$ cat src/shared/dramx4_pkg.sv
// Constants and carrier types for the page-mode DRAM controller.
// Assumes a 20 MHz system clock; all timing counts derive from it.
package dramx4_pkg;
  localparam int CLK_MHZ = 20;
  localparam int CLK_NS = 50;
  // Strobe timing in ns, converted to cycles (least times round up)
  localparam int ROW_PRECHARGE_NS = 60;
  localparam int ROW_PRE_CYC = (ROW_PRECHARGE_NS + CLK_NS - 1) / CLK_NS;
  localparam int ROW_TO_COL_NS = 50;
  localparam int ROW_COL_CYC = (ROW_TO_COL_NS + CLK_NS - 1) / CLK_NS;
  localparam int ACCESS_NS = 80;
  localparam int ACCESS_CYC = (ACCESS_NS + CLK_NS - 1) / CLK_NS;
  localparam int ROW_ACTIVE_NS = 80;
  localparam int ROW_ACT_CYC = (ROW_ACTIVE_NS + CLK_NS - 1) / CLK_NS;
  // Power-up pause in us and init cycle count
  localparam int POWERUP_US = 200;
  localparam int POWERUP_CYC = POWERUP_US * CLK_MHZ;
  localparam int INIT_CYCLES = 8;
  // Refresh period per variant, in ms, and row counts
  localparam int REF_MS_4K = 64;
  localparam int REF_MS_2K = 32;
  localparam int ROWS_4K = 4096;
  localparam int ROWS_2K = 2048;
  // Cycles between refreshes: period / rows, rounded down
  localparam int REF_INT_4K = (REF_MS_4K * 1000 * CLK_MHZ * 1000) / ROWS_4K
    / 1000;
  localparam int REF_INT_2K = (REF_MS_2K * 1000 * CLK_MHZ * 1000) / ROWS_2K
    / 1000;
  localparam int ADDR_W = 22;
  localparam int PIN_W = 12;
  localparam int DATA_W = 4;

  typedef enum logic [1:0] {
    DRX_OP_READ,
    DRX_OP_WRITE,
    DRX_OP_RMW
  } dramx4_op_t;

  typedef struct packed {
    dramx4_op_t op;
    logic [ADDR_W-1:0] addr;
    logic [DATA_W-1:0] wdata;
  } dramx4_req_t;

  typedef struct packed {
    logic rasN;
    logic casN;
    logic wN;
    logic oeN;
    logic [PIN_W-1:0] addr;
  } dramx4_pins_t;
endpackage

$ cat src/rtl/dramx4_ctrl.sv
// Host-side controller for an asynchronous 4M x 4 page-mode DRAM.
// Assumes the DRAM sits on pins driven from flops clocked by clk; read
// data returns through a two-flop synchroniser.
`timescale 1ns/10ps
module dramx4_ctrl #(
  parameter bit ROWS_4K_MODE = 1'b1,
  parameter int POWERUP_CYCLES = dramx4_pkg::POWERUP_CYC
) (
  input wire logic clk,
  input wire logic sys_rst,
  input wire dramx4_pkg::dramx4_req_t reqData,
  input wire logic reqValid,
  output logic reqReady,
  output logic [dramx4_pkg::DATA_W-1:0] rdData,
  output logic rdValid,
  output logic initDone,
  output dramx4_pkg::dramx4_pins_t pinOut,
  output logic [dramx4_pkg::DATA_W-1:0] dqOut,
  output logic dqOe,
  input wire logic [dramx4_pkg::DATA_W-1:0] dqIn
);
  typedef enum logic [3:0] {
    ST_POWERUP, ST_IDLE, ST_ROW, ST_COL, ST_WAIT, ST_RMW_W,
    ST_PRE, ST_CBR_C, ST_CBR_R
  } dramx4_state_t;

  localparam int CNT_W = 17;
  localparam int ROW_W = dramx4_pkg::PIN_W;
  localparam logic [CNT_W-1:0] REF_INT = ROWS_4K_MODE ?
    CNT_W'(dramx4_pkg::REF_INT_4K) : CNT_W'(dramx4_pkg::REF_INT_2K);

  dramx4_state_t state_r, state_nxt;
  logic [CNT_W-1:0] cnt_r, cnt_nxt;
  logic [CNT_W-1:0] refCnt_r;
  logic [3:0] initCnt_r;
  logic refPend_r, lastCbr_r;
  dramx4_pkg::dramx4_req_t req_r;
  logic [dramx4_pkg::DATA_W-1:0] dqSync1_r, dqSync2_r;
  dramx4_pkg::dramx4_pins_t pins_r, pins_nxt;
  logic dqOe_r, dqOe_nxt;
  logic rdValid_r, rdValid_nxt;
  logic [dramx4_pkg::DATA_W-1:0] rdData_r;

  ////////////////////////////////////////////////////////////////////////
  // Address split
  function automatic logic [ROW_W-1:0] rowOf(
    input logic [dramx4_pkg::ADDR_W-1:0] a
  );
    return ROWS_4K_MODE ? a[21:10] : {1'b0, a[21:11]};
  endfunction
  function automatic logic [ROW_W-1:0] colOf(
    input logic [dramx4_pkg::ADDR_W-1:0] a
  );
    return ROWS_4K_MODE ? {2'b00, a[9:0]} : {1'b0, a[10:0]};
  endfunction
  wire [ROW_W-1:0] rowAddr = rowOf(req_r.addr);
  wire [ROW_W-1:0] colAddr = colOf(req_r.addr);
  wire cntDone = (cnt_r == '0);
  wire refDue = (refCnt_r == '0);
  wire takeReq = reqValid && (state_r == ST_IDLE) && !refPend_r;
  wire isWrite = (req_r.op == dramx4_pkg::DRX_OP_WRITE);
  wire isRmw = (req_r.op == dramx4_pkg::DRX_OP_RMW);

  ////////////////////////////////////////////////////////////////////////
  always_comb begin
    state_nxt = state_r;
    cnt_nxt = cntDone ? '0 : cnt_r - CNT_W'(1);
    pins_nxt = pins_r;
    dqOe_nxt = 1'b0;
    rdValid_nxt = 1'b0;
    case (state_r)
      ST_POWERUP: begin
        if (cntDone) begin
          state_nxt = ST_CBR_C;
        end
      end
      ST_IDLE: begin
        // Row of the incoming request, so it stands before the row strobe
        pins_nxt.addr = rowOf(reqData.addr);
        if (refPend_r) begin
          state_nxt = ST_CBR_C;
        end else if (reqValid) begin
          state_nxt = ST_ROW;
        end
      end
      ST_ROW: begin
        // Row address has stood on the pins since the take edge
        pins_nxt.rasN = 1'b0;
        pins_nxt.wN = !isWrite;
        pins_nxt.oeN = isWrite || isRmw ? isWrite : 1'b0;
        dqOe_nxt = isWrite;
        cnt_nxt = CNT_W'(dramx4_pkg::ROW_COL_CYC);
        state_nxt = ST_COL;
      end
      ST_COL: begin
        // Column follows a cycle after the row strobe, giving row hold
        pins_nxt.addr = colAddr;
        dqOe_nxt = isWrite;
        if (cntDone) begin
          pins_nxt.casN = 1'b0;
          cnt_nxt = CNT_W'(dramx4_pkg::ACCESS_CYC + 2);
          state_nxt = ST_WAIT;
        end
      end
      ST_WAIT: begin
        dqOe_nxt = isWrite;
        if (cntDone) begin
          if (!isWrite) begin
            rdValid_nxt = 1'b1;
          end
          if (isRmw) begin
            pins_nxt.oeN = 1'b1;
            state_nxt = ST_RMW_W;
          end else begin
            // One column per opened row keeps the row low time short
            state_nxt = ST_PRE;
            pins_nxt.rasN = 1'b1;
            pins_nxt.casN = 1'b1;
            pins_nxt.wN = 1'b1;
            pins_nxt.oeN = 1'b1;
            cnt_nxt = CNT_W'(dramx4_pkg::ROW_PRE_CYC);
          end
        end
      end
      ST_RMW_W: begin
        // Data driven first, write select falls a cycle later
        dqOe_nxt = 1'b1;
        if (dqOe_r && pins_r.wN) begin
          pins_nxt.wN = 1'b0;
          cnt_nxt = CNT_W'(dramx4_pkg::ROW_COL_CYC);
        end else if (!pins_r.wN && cntDone) begin
          pins_nxt.rasN = 1'b1;
          pins_nxt.casN = 1'b1;
          pins_nxt.wN = 1'b1;
          dqOe_nxt = 1'b0;
          cnt_nxt = CNT_W'(dramx4_pkg::ROW_PRE_CYC);
          state_nxt = ST_PRE;
        end
      end
      ST_PRE: begin
        if (cntDone) begin
          // Column strobe may stay low between column-first refreshes
          pins_nxt.casN = !(lastCbr_r && refPend_r);
          state_nxt = ST_IDLE;
        end
      end
      ST_CBR_C: begin
        // No row-only or hidden refresh is issued
        pins_nxt.casN = 1'b0;
        pins_nxt.wN = 1'b1;
        pins_nxt.oeN = 1'b1;
        cnt_nxt = CNT_W'(1);
        state_nxt = ST_CBR_R;
      end
      ST_CBR_R: begin
        // Column held low while row is low; the device counts rows
        if (pins_r.rasN && cntDone) begin
          pins_nxt.rasN = 1'b0;
          cnt_nxt = CNT_W'(dramx4_pkg::ROW_ACT_CYC);
        end else if (!pins_r.rasN && cntDone) begin
          pins_nxt.rasN = 1'b1;
          cnt_nxt = CNT_W'(dramx4_pkg::ROW_PRE_CYC);
          state_nxt = ST_PRE;
        end
      end
      default: begin
        state_nxt = ST_IDLE;
      end
    endcase
  end

  ////////////////////////////////////////////////////////////////////////
  always_ff @(posedge clk) begin
    if (sys_rst) begin
      state_r <= ST_POWERUP;
      cnt_r <= CNT_W'(POWERUP_CYCLES);
      pins_r <= '{rasN: 1'b1, casN: 1'b1, wN: 1'b1, oeN: 1'b1, addr: '0};
      dqOe_r <= 1'b0;
      rdValid_r <= 1'b0;
    end else begin
      state_r <= state_nxt;
      cnt_r <= cnt_nxt;
      pins_r <= pins_nxt;
      dqOe_r <= dqOe_nxt;
      rdValid_r <= rdValid_nxt;
    end
  end

  // Refresh scheduler: one column-first cycle per interval; init runs
  // eight of them, each a refresh, before requests are accepted
  always_ff @(posedge clk) begin
    if (sys_rst) begin
      refCnt_r <= '0;
      refPend_r <= 1'b0;
      initCnt_r <= '0;
      lastCbr_r <= 1'b0;
    end else begin
      // Reload one short: the period is then the interval, not one more
      refCnt_r <= refDue ? REF_INT - CNT_W'(1)
        : refCnt_r - CNT_W'(1);
      if (state_r == ST_CBR_C) begin
        lastCbr_r <= 1'b1;
        if (initCnt_r < 4'(dramx4_pkg::INIT_CYCLES)) begin
          initCnt_r <= initCnt_r + 4'd1;
        end
      end else if (state_r == ST_ROW) begin
        lastCbr_r <= 1'b0;
      end
      // A new due tick wins over the clear of the pending flag
      if ((refDue && state_r != ST_POWERUP) ||
          (state_r == ST_CBR_C &&
           initCnt_r < 4'(dramx4_pkg::INIT_CYCLES - 1))) begin
        refPend_r <= 1'b1;
      end else if (state_r == ST_CBR_C) begin
        refPend_r <= 1'b0;
      end
    end
  end

  always_ff @(posedge clk) begin
    if (sys_rst) begin
      req_r <= '0;
      dqSync1_r <= '0;
      dqSync2_r <= '0;
      rdData_r <= '0;
    end else begin
      if (takeReq) begin
        req_r <= reqData;
      end
      dqSync1_r <= dqIn;
      dqSync2_r <= dqSync1_r;
      if (rdValid_nxt) begin
        rdData_r <= dqSync2_r;
      end
    end
  end

  ////////////////////////////////////////////////////////////////////////
  logic reqReady_r;
  always_ff @(posedge clk) begin
    if (sys_rst) begin
      reqReady_r <= 1'b0;
    end else begin
      reqReady_r <= (state_nxt == ST_IDLE) &&
        !(refPend_r || (refDue && state_r != ST_POWERUP));
    end
  end
  logic initDone_r;
  always_ff @(posedge clk) begin
    if (sys_rst) begin
      initDone_r <= 1'b0;
    end else if (initCnt_r == 4'(dramx4_pkg::INIT_CYCLES)) begin
      initDone_r <= 1'b1;
    end
  end

  assign reqReady = reqReady_r;
  assign rdData = rdData_r;
  assign rdValid = rdValid_r;
  assign initDone = initDone_r;
  assign pinOut = pins_r;
  assign dqOut = req_r.wdata;
  assign dqOe = dqOe_r;

  ////////////////////////////////////////////////////////////////////////
  AST_CBR_ORDER: assert property (@(posedge clk) disable iff (sys_rst)
    $fell(pins_r.rasN) && state_r == ST_CBR_R |-> !pins_r.casN)
    else $error("Row strobe fell in refresh without column low");
  AST_ROW_ONLY_CAS: assert property (@(posedge clk) disable iff (sys_rst)
    $fell(pins_r.casN) && state_r == ST_WAIT |-> !pins_r.rasN)
    else $error("Column strobe fell without an open row");
  AST_EARLY_WRITE: assert property (@(posedge clk) disable iff (sys_rst)
    $fell(pins_r.casN) && isWrite && state_r == ST_WAIT |->
      !pins_r.wN && pins_r.oeN)
    else $error("Early write select not ahead of column strobe");
  AST_GATE_FLOAT: assert property (@(posedge clk) disable iff (sys_rst)
    dqOe_r |-> pins_r.oeN)
    else $error("Data driven while output gate active");
  AST_ADDR_STABLE: assert property (@(posedge clk) disable iff (sys_rst)
    $fell(pins_r.rasN) && state_r == ST_COL |-> $stable(pins_r.addr) ##0
      $past(pins_r.addr) == rowAddr)
    else $error("Row address changed at row strobe");
  AST_READ_TIME: assert property (@(posedge clk) disable iff (sys_rst)
    rdValid_r |-> !$past(pins_r.casN) && !$past(pins_r.casN, 4))
    else $error("Read data taken before access time");
  AST_INIT_GATE: assert property (@(posedge clk) disable iff (sys_rst)
    reqReady_r |-> initCnt_r == 4'(dramx4_pkg::INIT_CYCLES))
    else $error("Request accepted before initialisation");
  AST_PRECHARGE: assert property (@(posedge clk) disable iff (sys_rst)
    $rose(pins_r.rasN) |=> pins_r.rasN [*2])
    else $error("Row precharge too short");
  COV_READ: cover property (@(posedge clk) rdValid_r && !isRmw);
  COV_WRITE: cover property (@(posedge clk) $fell(pins_r.wN) && isWrite);
  COV_RMW: cover property (@(posedge clk) state_r == ST_RMW_W && !pins_r.wN);
  COV_CBR_BACK: cover property (@(posedge clk)
    state_r == ST_CBR_C && !pins_r.casN);
endmodule // dramx4_ctrl

$ cat config.mk
export PLATFORM = sky130hd
export DESIGN_NAME = dramx4_ctrl
export DESIGN_NICKNAME = d
export VERILOG_FILES = /design/src/shared/dramx4_pkg.sv /design/src/rtl/dramx4_ctrl.sv
export SDC_FILE = /design/constraint.sdc
export NUM_CORES = 1
export LEC_CHECK = 0
export BUFFER_PORTS_ARGS = -buffer_cell sky130_fd_sc_hd__buf_2
export CAP_MARGIN = 20
export CELL_PAD_IN_SITES_DETAIL_PLACEMENT = 1
export CELL_PAD_IN_SITES_GLOBAL_PLACEMENT = 2
export CORE_ASPECT_RATIO = 1.2
export CORE_MARGIN = 2
export CORE_UTILIZATION = 30
export CTS_BUF_LIST = sky130_fd_sc_hd__clkbuf_16
export DETAILED_ROUTE_END_ITERATION = 8
export GPL_TIMING_DRIVEN = 1
export PLACE_DENSITY_LB_ADDON = 0.08
export SLEW_MARGIN = 10
export SYNTH_ARGS = -nofsm -noshare
export SYNTH_HDL_FRONTEND = slang
export SYNTH_SLANG_ARGS = --single-unit
$ cat constraint.sdc
create_clock -name clk -period 1.8 [get_ports clk]
set_input_delay 0.09 -clock clk [delete_from_list [all_inputs] [get_ports clk]]
set_output_delay 0.09 -clock clk [all_outputs]
set_load 0.02 [all_outputs]
* Yosys cells after proc, flatten, opt, wreduce, memory -nomap -nowiden
Cells that the tools add are included.
** Operators by class
- $lt $le $gt $ge :: 2
- Multiplexer cells :: 47
- $add $sub $neg :: 3
- Equality and inequality tests :: 20
- Reduce and logical (&&, ||, !) cells :: 38
** Operators with widths (count)
- 2-to-1 mux 17 bit :: 8
- one-hot mux 17 bit (5 select lines) :: 1
- 2-to-1 mux 4 bit :: 11
- one-hot mux 4 bit (9 select lines) :: 1
- zero test 17 bit :: 2
- subtractor 17 x 1 -> 17 bit, second input constant :: 2
- one-hot mux 12 bit (2 select lines) :: 1
- equality test 4 x 3 -> 1 bit, second input constant :: 4
- 2-to-1 mux 1 bit :: 15
- inequality test 2 bit, second input constant :: 6
- nonzero test 4 bit :: 3
- logical AND 1 bit :: 10
- 2-to-1 mux 9 bit :: 1
- equality test 4 x 1 -> 1 bit, second input constant :: 2
- equality test 4 x 2 -> 1 bit, second input constant :: 2
- equality test 4 bit, second input constant :: 2
- one-hot mux 1 bit (4 select lines) :: 2
- AND reduction 7 bit :: 1
- zero test 1 bit :: 6
- 2-to-1 mux 3 bit :: 2
- inequality test 3 bit, second input constant :: 2
- AND reduction 6 bit :: 1
- nonzero test 2 bit :: 3
- one-hot mux 1 bit (5 select lines) :: 1
- 16 further kinds :: 21
** Word-level totals
- Input port bits :: 35
- Word-level logic and storage cells :: 132
- Register bits :: 92
- Output and inout port bits :: 28

* Depth between registers and ports, before layout
Gate-level depths: netlist of the first run.
- Depth after elaboration :: 7
- Gate-level depth with buffers :: 8

* Worst setup path after synthesis of the first run
No wires, ideal clock.
- Path kind :: reg2reg
- Start point :: reg cnt_r[0]
- End point :: reg pins_r, in the netlist pinOut[13]
- Clock period less this slack :: 2028 ps
- Path slack :: -228 ps
- Stages on the path, launching flop included :: 9
- Buffers on the path :: 1
- Arrival time :: 1888 ps
- Path through :: dfxtp_1 -> inv_1 -> ha_1 -> nor4b_1 -> nand4_2 -> buf_6 -> o31a_1 -> o31ai_1 -> o211ai_1
** On the way
- Longest elaborated chain between the ends :: 4
- Elaborated cells on any way between the ends :: 5
- Classes of those cells :: 2 x eq/ne; 3 x reduce/logical
** RTL lines
- from (decl) :: RTL line dramx4_ctrl.sv:33 : logic [CNT_W-1:0] cnt_r, cnt_nxt;
- from (signal assigned) :: RTL line dramx4_ctrl.sv:176 : cnt_r <= CNT_W'(POWERUP_CYCLES);
- from (signal assigned) :: RTL line dramx4_ctrl.sv:182 : cnt_r <= cnt_nxt;
- zero test 17 bit * :: RTL line dramx4_ctrl.sv:58 : wire cntDone = (cnt_r == '0);
- logical AND 1 bit :: RTL line dramx4_ctrl.sv:131 : end else if (!pins_r.wN && cntDone) begin
- inequality test 3 bit (no line)
- AND reduction 4 bit (no line) *
- to (signal assigned) :: RTL line dramx4_ctrl.sv:177 : pins_r <= '{rasN: 1'b1, casN: 1'b1, wN: 1'b1, oeN: 1'b1, addr: '0};
- to (signal assigned) :: RTL line dramx4_ctrl.sv:183 : pins_r <= pins_nxt;
- to (decl) :: RTL line dramx4_ctrl.sv:39 : dramx4_pkg::dramx4_pins_t pins_r, pins_nxt;
Every way passes the cells marked *; elsewhere a longest branch is shown, timed or not.
A chain may end at the register's enable or synchronous reset.

* Worst setup path in the final report of the first run
- Start point :: reg cnt_r[0]
- End point :: reg cnt_r[9]
** On the way
- Longest elaborated chain between the ends :: 5
- Elaborated cells on any way between the ends :: 14
- Classes of those cells :: 1 x add/sub; 9 x mux; 4 x reduce/logical
** RTL lines
- subtractor 17 x 1 -> 17 bit / zero test 17 bit (equally long branches) :: RTL line dramx4_ctrl.sv:67, dramx4_ctrl.sv:58
- 2-to-1 mux 17 bit, or another cell as far along :: RTL line dramx4_ctrl.sv:67 : cnt_nxt = cntDone ? '0 : cnt_r - CNT_W'(1);
- 2-to-1 mux 17 bit (on tied branches) :: RTL line dramx4_ctrl.sv:160, dramx4_ctrl.sv:111, dramx4_ctrl.sv:131
- 2-to-1 mux 17 bit (on tied branches) :: RTL line dramx4_ctrl.sv:157, dramx4_ctrl.sv:107, dramx4_ctrl.sv:128
- one-hot mux 17 bit (5 select lines) * :: RTL line dramx4_ctrl.sv:71 : case (state_r)
Marked as above.

==> impl_metrics.toml, run 1 <==
[route]
drt_iter0_drc = 77
wl_per_cell_um = 16.1
vias_per_cell = 4.97
drc = 0
finalWirelength_um = 12800
ant_nets = 0
vias = 3949
drt_pre_antenna_iters = 4

[place]
routabilityCongestion = 0.780
dp.cells = 751
dp.final_hpwl_um = 8890
io_buffers = 62
preCtsSetupSlack_ns = -0.221

[power]
ir_worst_vdd_mv = 0.666
p_leak_nw = 2.37
power_w = 0.00824
power_density_nw_per_um2 = 1410

[layout]
antenna-diode-count = 0
layout_common_cells = "dfxtp_1 (82), buf_4 (73), buf_2 (62), nor2_1 (58), nand2_1 (56)"
area_growth_pct = 43.0
layout.cells.most_common = "dfxtp_1"
fin_nets = 662
fillers = 1559
finalNonFillerCells = 795
drive_gt1_share_pct = 32.2

[cts]
cts_buffer_depth = 2
htreeDepth = 3
cts_root_buffer = "clkbuf_16"
cts_buffers = 9
clk_pin_slew_ns = 0.07
cts_tree = "yes"
cts_sinks = 92
clkLatencyLatePin_ns = 0.35

[yosys]
synth_edf_count = 0
syn_area_per_cell_um2 = 8.57
yosys_warnings = 0
synth-seq-area-share_pct = 45.0
synth.distinct_cells = 59
ys_top_cells_by_area = "dfxtp_1 (45%), nand2_1 (5.3%), nor2_1 (5.3%)"
yosys.area_share.simple_pct = 23.5
synth-compound-area-share_pct = 16.1
synth_top_area_cell = "dfxtp_1"
synthAdderAreaFrac_pct = 1.53
netlist.area_leader.share_pct = 45.0
syn_inst = 478
synthFlopType = "dfxtp_1"
yosys.area_share.xor_xnor_pct = 5.56
synth_top_family_by_area = "simple AND/OR/NAND/NOR gates"
synth-seq-cells = 92
synth_fp_nets = 518
synth.area.mux_share_pct = 4.16
synth_area_um2 = 4100
synthArstFlopShare_pct = 0

[floorplanning]
start_util_pct = 30.8
core_area_um2 = 13300
placementRows = 46
die_y_um = 132
die_area_um2 = 14600
die_x_um = 111
io_pins = 63

[worst_setup_path]
worst_r2r_path_depth = 5
startpoint = "cnt_r[0]"
rrSetupSlack_ns = -0.17
r2r_start = "cnt_r[0]"
crit_path_end_kind = "flop"
start_kind = "flop"
crit_path_end = "cnt_r[9]"
r2r_end = "cnt_r[9]"
crit_required_ns = 2.02
cp_max_fo = 3
crit_arrival_ns = 2.19
worstSetupPathType = "flop to flop"

[timing]
finalSetupViolations = 10
worst_pin_slew_ns = 0.770
fmax_mhz = 507
rsz0062_at_grt = "true"
hold-worst-slack_ns = 0.0222
fin_crit_ns = 1.97
report.final.slew_viol_count = 0
fin_skew_ns = 0.00727
relSlewSlack_pct = 48.6
worst_slack_ns = -0.171
final.setup.tns_ns = -0.768
fin_crit_sh_pct = 109
hold_violations = 0

[grt]
grt_pass1_wl_um = 20500
overflow = 0
grt_use_total_pct = 17.2
grt_start_max_net_pins = 54
antenna_found_initial = 0
grt_pass1_vias = 4115

[status]
failed_checks = "negative setup slack"
status = "finished with violations"

[worst_hold_path]
worstHoldPathCells = 3
hold_class = "input pin to flop"

[flow_run]
maxCapViolations = 0
[routing by layer]
layer	GRT usage, %	vias up	wire (um)
li1	-	1966	-
met2	30.9	61	6490
met5	0	-	0
met1	20.2	1909	5570
met3	4.23	13	532
met4	5.21	0	187
[flip-flops by register name, summed over array words and instances, names as in the netlist]
name / flops
cnt_r: 17
pinOut: 16
state_r: 4
lastCbr_r: 1
dqOut: 4
dqSync1_r: 4
reqReady: 1
rdValid: 1
dqOe: 1
refPend_r: 1
refCnt_r: 17
req_r: 2
rdData: 4
dqSync2_r: 4
colAddr: 10
initCnt_r: 4
initDone: 1
[worst max-delay path, stage by stage (launching register included)]
cell and delay (ns):
dfxtp_2 0.34, or4_4 0.54, or4_4 0.43, or3_4 0.35, xor2_2 0.14, o21ai_2 0.06
[layout make-up]
type	count	area [um2]	area share (%)
clock inverters	7	36.3	0.620
repair buffers	162	1180	20.1
flip-flops and latches	92	1850	31.7
clock buffers	9	225	3.85
inverters	10	37.5	0.641
well taps	168	210	3.59
multi-input cells	347	2310	39.5
[through the flow]
step	area (um2)	utilization, %
final	5850	44.0
after detailed placement	5080	38.2
after CTS	5570	41.9
after floorplan	4120	-
after global routing	5850	44.0
after global placement	5080	38.2
[report_power, final]
group          switching [W]  internal, W  leakage [nW]
clock network       0.000826     0.000920         0.137
registers           0.000377      0.00248         0.755
logic                0.00186      0.00178          1.48
[timing repair]
action,4_1_cts,5_1_grt
buffers inserted,0,7
hold endpoints to repair,20,0
pin swaps,0,12
hold buffers,20,0
setup endpoints to repair,23,44
resized for setup,7,47
gates cloned,0,1
[cells by family after synthesis]
logic type                 after synthesis
AOI/OAI and AO/OA                      104
xor gates and xnor gates                26
buffers and inverters                   39
muxes                                   17
and+or+nand+nor                        195
adders and majority gates                5
DFF                                     92
[synthesized netlist by cell type, types with 4 or more instances]
master,n
nor2_1,58
mux2i_1,17
nand3_1,6
inv_1,9
buf_4,4
nor2b_1,10
a21oi_1,41
a211oi_1,12
nand2_1,58
nor4_1,7
clkbuf_1,19
xnor2_1,15
nor3_1,15
ha_1,5
or3_1,9
dfxtp_1,92
o21bai_1,4
xor2_1,11
a31oi_1,5
nand2b_1,6
o21ai_0,17
[worst min path at each step]
stage / startpoint / slack (ns) / to
after floorplan: dqIn[0] / 0.22 / dqSync1_r[0]
after global placement: dqIn[3] / 0.30 / dqSync1_r[3]
after detailed placement: dqIn[0] / 0.31 / dqSync1_r[0]
after CTS: reqData[25] / 0.01 / pinOut[11]
after global routing: reqData[25] / 0.05 / pinOut[11]
final: reqData[25] / 0.02 / pinOut[11]
(Power assumes the default switching activity.)
==> run 2, diff against run 1 <==
--- a/config.mk
+++ b/config.mk
@@ -7,11 +7,11 @@
 export LEC_CHECK = 0
 export BUFFER_PORTS_ARGS = -buffer_cell sky130_fd_sc_hd__buf_2
 export CAP_MARGIN = 20
-export CELL_PAD_IN_SITES_DETAIL_PLACEMENT = 1
-export CELL_PAD_IN_SITES_GLOBAL_PLACEMENT = 2
+export CELL_PAD_IN_SITES_DETAIL_PLACEMENT = 0
+export CELL_PAD_IN_SITES_GLOBAL_PLACEMENT = 1
 export CORE_ASPECT_RATIO = 1.2
 export CORE_MARGIN = 2
-export CORE_UTILIZATION = 30
+export CORE_UTILIZATION = 38
 export CTS_BUF_LIST = sky130_fd_sc_hd__clkbuf_16
 export DETAILED_ROUTE_END_ITERATION = 8
 export GPL_TIMING_DRIVEN = 1
==> run 2 against run 1 <==
  * The flow still finishes with violations (negative setup slack)
  * Flip-flop and latch count unchanged
  * Critical path type unchanged
  * Combinational power down 2%
  * Worst setup slack improved by 0.00064 ns
  * Highest routed layer unchanged
  * Sequential power is 2% lower
  * Register-to-register slack about the same
==> impl_metrics.toml, run 2 (synthesis gave the netlist of run 1 again) <==
[grt]
antenna_found_initial = 0
grt_pass1_vias = 3837
grt_start_max_net_pins = 57
overflow = 0
grt_pass1_wl_um = 17900
grt_use_total_pct = 18.9

[worst_setup_path]
crit_required_ns = 2.02
crit_arrival_ns = 2.19
cp_max_fo = 3
r2r_end = "cnt_r[9]"
critPathMaxStageDelay_ns = 0.53
crit_chain = "or4_4 -> or4_4 -> or3_1 -> xor2_1 -> o21ai_2"
cpMaxStageDelayCell = "or4_4"
critPathTopFamily = "simple AND/OR/NAND/NOR gates"
cp_common_cell = "or4_4"
worstSetupPathType = "flop to flop"
start_kind = "flop"
r2r_start = "cnt_r[0]"
crit_path_end_kind = "flop"
worst_r2r_path_depth = 5
rrSetupSlack_ns = -0.17
path_buf_inv = 0

[power]
power_w = 0.00810
p_leak_nw = 2.36
power_density_nw_per_um2 = 1400
ir_worst_vdd_mv = 0.861

[timing]
worst_pin_slew_ns = 0.694
fmax_mhz = 508
worst_slack_ns = -0.170
fin_crit_sh_pct = 109
fin_skew_ns = 0.00667
final.setup.tns_ns = -0.871
finalSetupViolations = 9
fin_crit_ns = 1.97
report.final.slew_viol_count = 0
hold_violations = 0
rsz0062_at_grt = "true"
relSlewSlack_pct = 53.7

[cts]
cts_buffer_depth = 2
cts_buffers = 9
clk_pin_slew_ns = 0.07
htreeDepth = 3
cts_root_buffer = "clkbuf_16"
cts_tree = "yes"
cts_sinks = 92
clkLatencyLatePin_ns = 0.34

[floorplanning]
start_util_pct = 38.9
die_x_um = 98.8
placementRows = 41
io_pins = 63
die_y_um = 118
core_area_um2 = 10500
die_area_um2 = 11600

[status]
status = "finished with violations"
failed_checks = "negative setup slack"

[layout]
fillers = 990
layout_common_cells = "dfxtp_1 (87), buf_4 (69), buf_2 (62), nor2_1 (58), nand2_1 (57)"
layout.cells.most_common = "dfxtp_1"
final_core_util_pct = 55.1
area_growth_pct = 41.5
fin_nets = 663
drive_gt1_share_pct = 30.9
antenna-diode-count = 0

[route]
drt_pre_antenna_iters = 5
ant_nets = 0
vias_per_cell = 5.16
finalWirelength_um = 10900
wl_met2_um = 5290
topRoutingLayerUsed = "met4"
wl_per_cell_um = 14.4
m1WireLength_um = 4880
vias = 3908
drt_iter0_drc = 116
drc = 0
wl_met3_um = 559

[place]
routabilityCongestion = 0.918
io_buffers = 62
dp.final_hpwl_um = 7640
preCtsSetupSlack_ns = -0.145

[worst_hold_path]
hp-start = "reqData[25]"
hold_end = "pinOut[11]"
hold_class = "input pin to flop"
worstHoldPathCells = 3

[flow_run]
maxCapViolations = 0
-- run 2: changes by cell type in the layout (fill, tap and decap cells not counted), sizes merged --
cell      previous run  this run
clkinv               3         7
clkbuf              10         9
inv                 13        10
buf                141       143
clkinvlp             1         0
-- run 2: worst max path at each step --
stage                     startpoint       end  depth (start not counted)
final                       cnt_r[0]  cnt_r[9]                          5
after global routing        cnt_r[0]  cnt_r[9]                          5
after CTS                   cnt_r[0]  cnt_r[9]                          5
after detailed placement    cnt_r[0]  cnt_r[9]                          5
after global placement      cnt_r[0]  cnt_r[9]                          5
after floorplan             cnt_r[2]  cnt_r[9]                          5
-- run 2: timing repair --
action	4_1_cts	5_1_grt
pin swaps	10	9
resized for setup	21	25
setup endpoints to repair	12	30
hold endpoints to repair	20	0
buffers inserted	5	3
hold buffers	20	0
gates cloned	1	0
-- run 2: cell type report --
class	instances	area, um2	share of cell area, %
well taps	129	161	2.79
flip-flops and latches	92	1850	31.9
inverters	10	37.5	0.648
repair buffers	163	1210	20.9
multi-input cells	347	2270	39.2
clock inverters	7	41.3	0.713
clock buffers	9	225	3.89
-- run 2: worst register-to-register path, cell delays in order, from the launching register on --
cell,delay [ns]
dfxtp_2,0.33
or4_4,0.53
or4_4,0.43
or3_1,0.34
xor2_1,0.17
o21ai_2,0.06
-- run 2: power breakdown --
group / switching [W] / internal, W
Combinational: 0.00181 / 0.00176
Clock: 0.000813 / 0.000929
Sequential: 0.000324 / 0.00247
Total: 0.00294 / 0.00516
-- run 2: stage by stage --
step                area, um2  std cells  hold WS, ns
finish                   5790        757       0.0177
global route             5790        757       0.0208
CTS                      5650        755      0.00786
detailed placement       5040        713        0.306
global placement         5040        713        0.297
floorplan                4120        478        0.218
-- run 2: metal layers --
| layer | vias to the layer above | track usage, % |
|---|---|---|
| met1 | 1836 | 22.9 |
| met3 | 17 | 5.23 |
| met5 | - | 0 |
| li1 | 1961 | - |
| met4 | 0 | 6.42 |
| met2 | 94 | 31.9 |
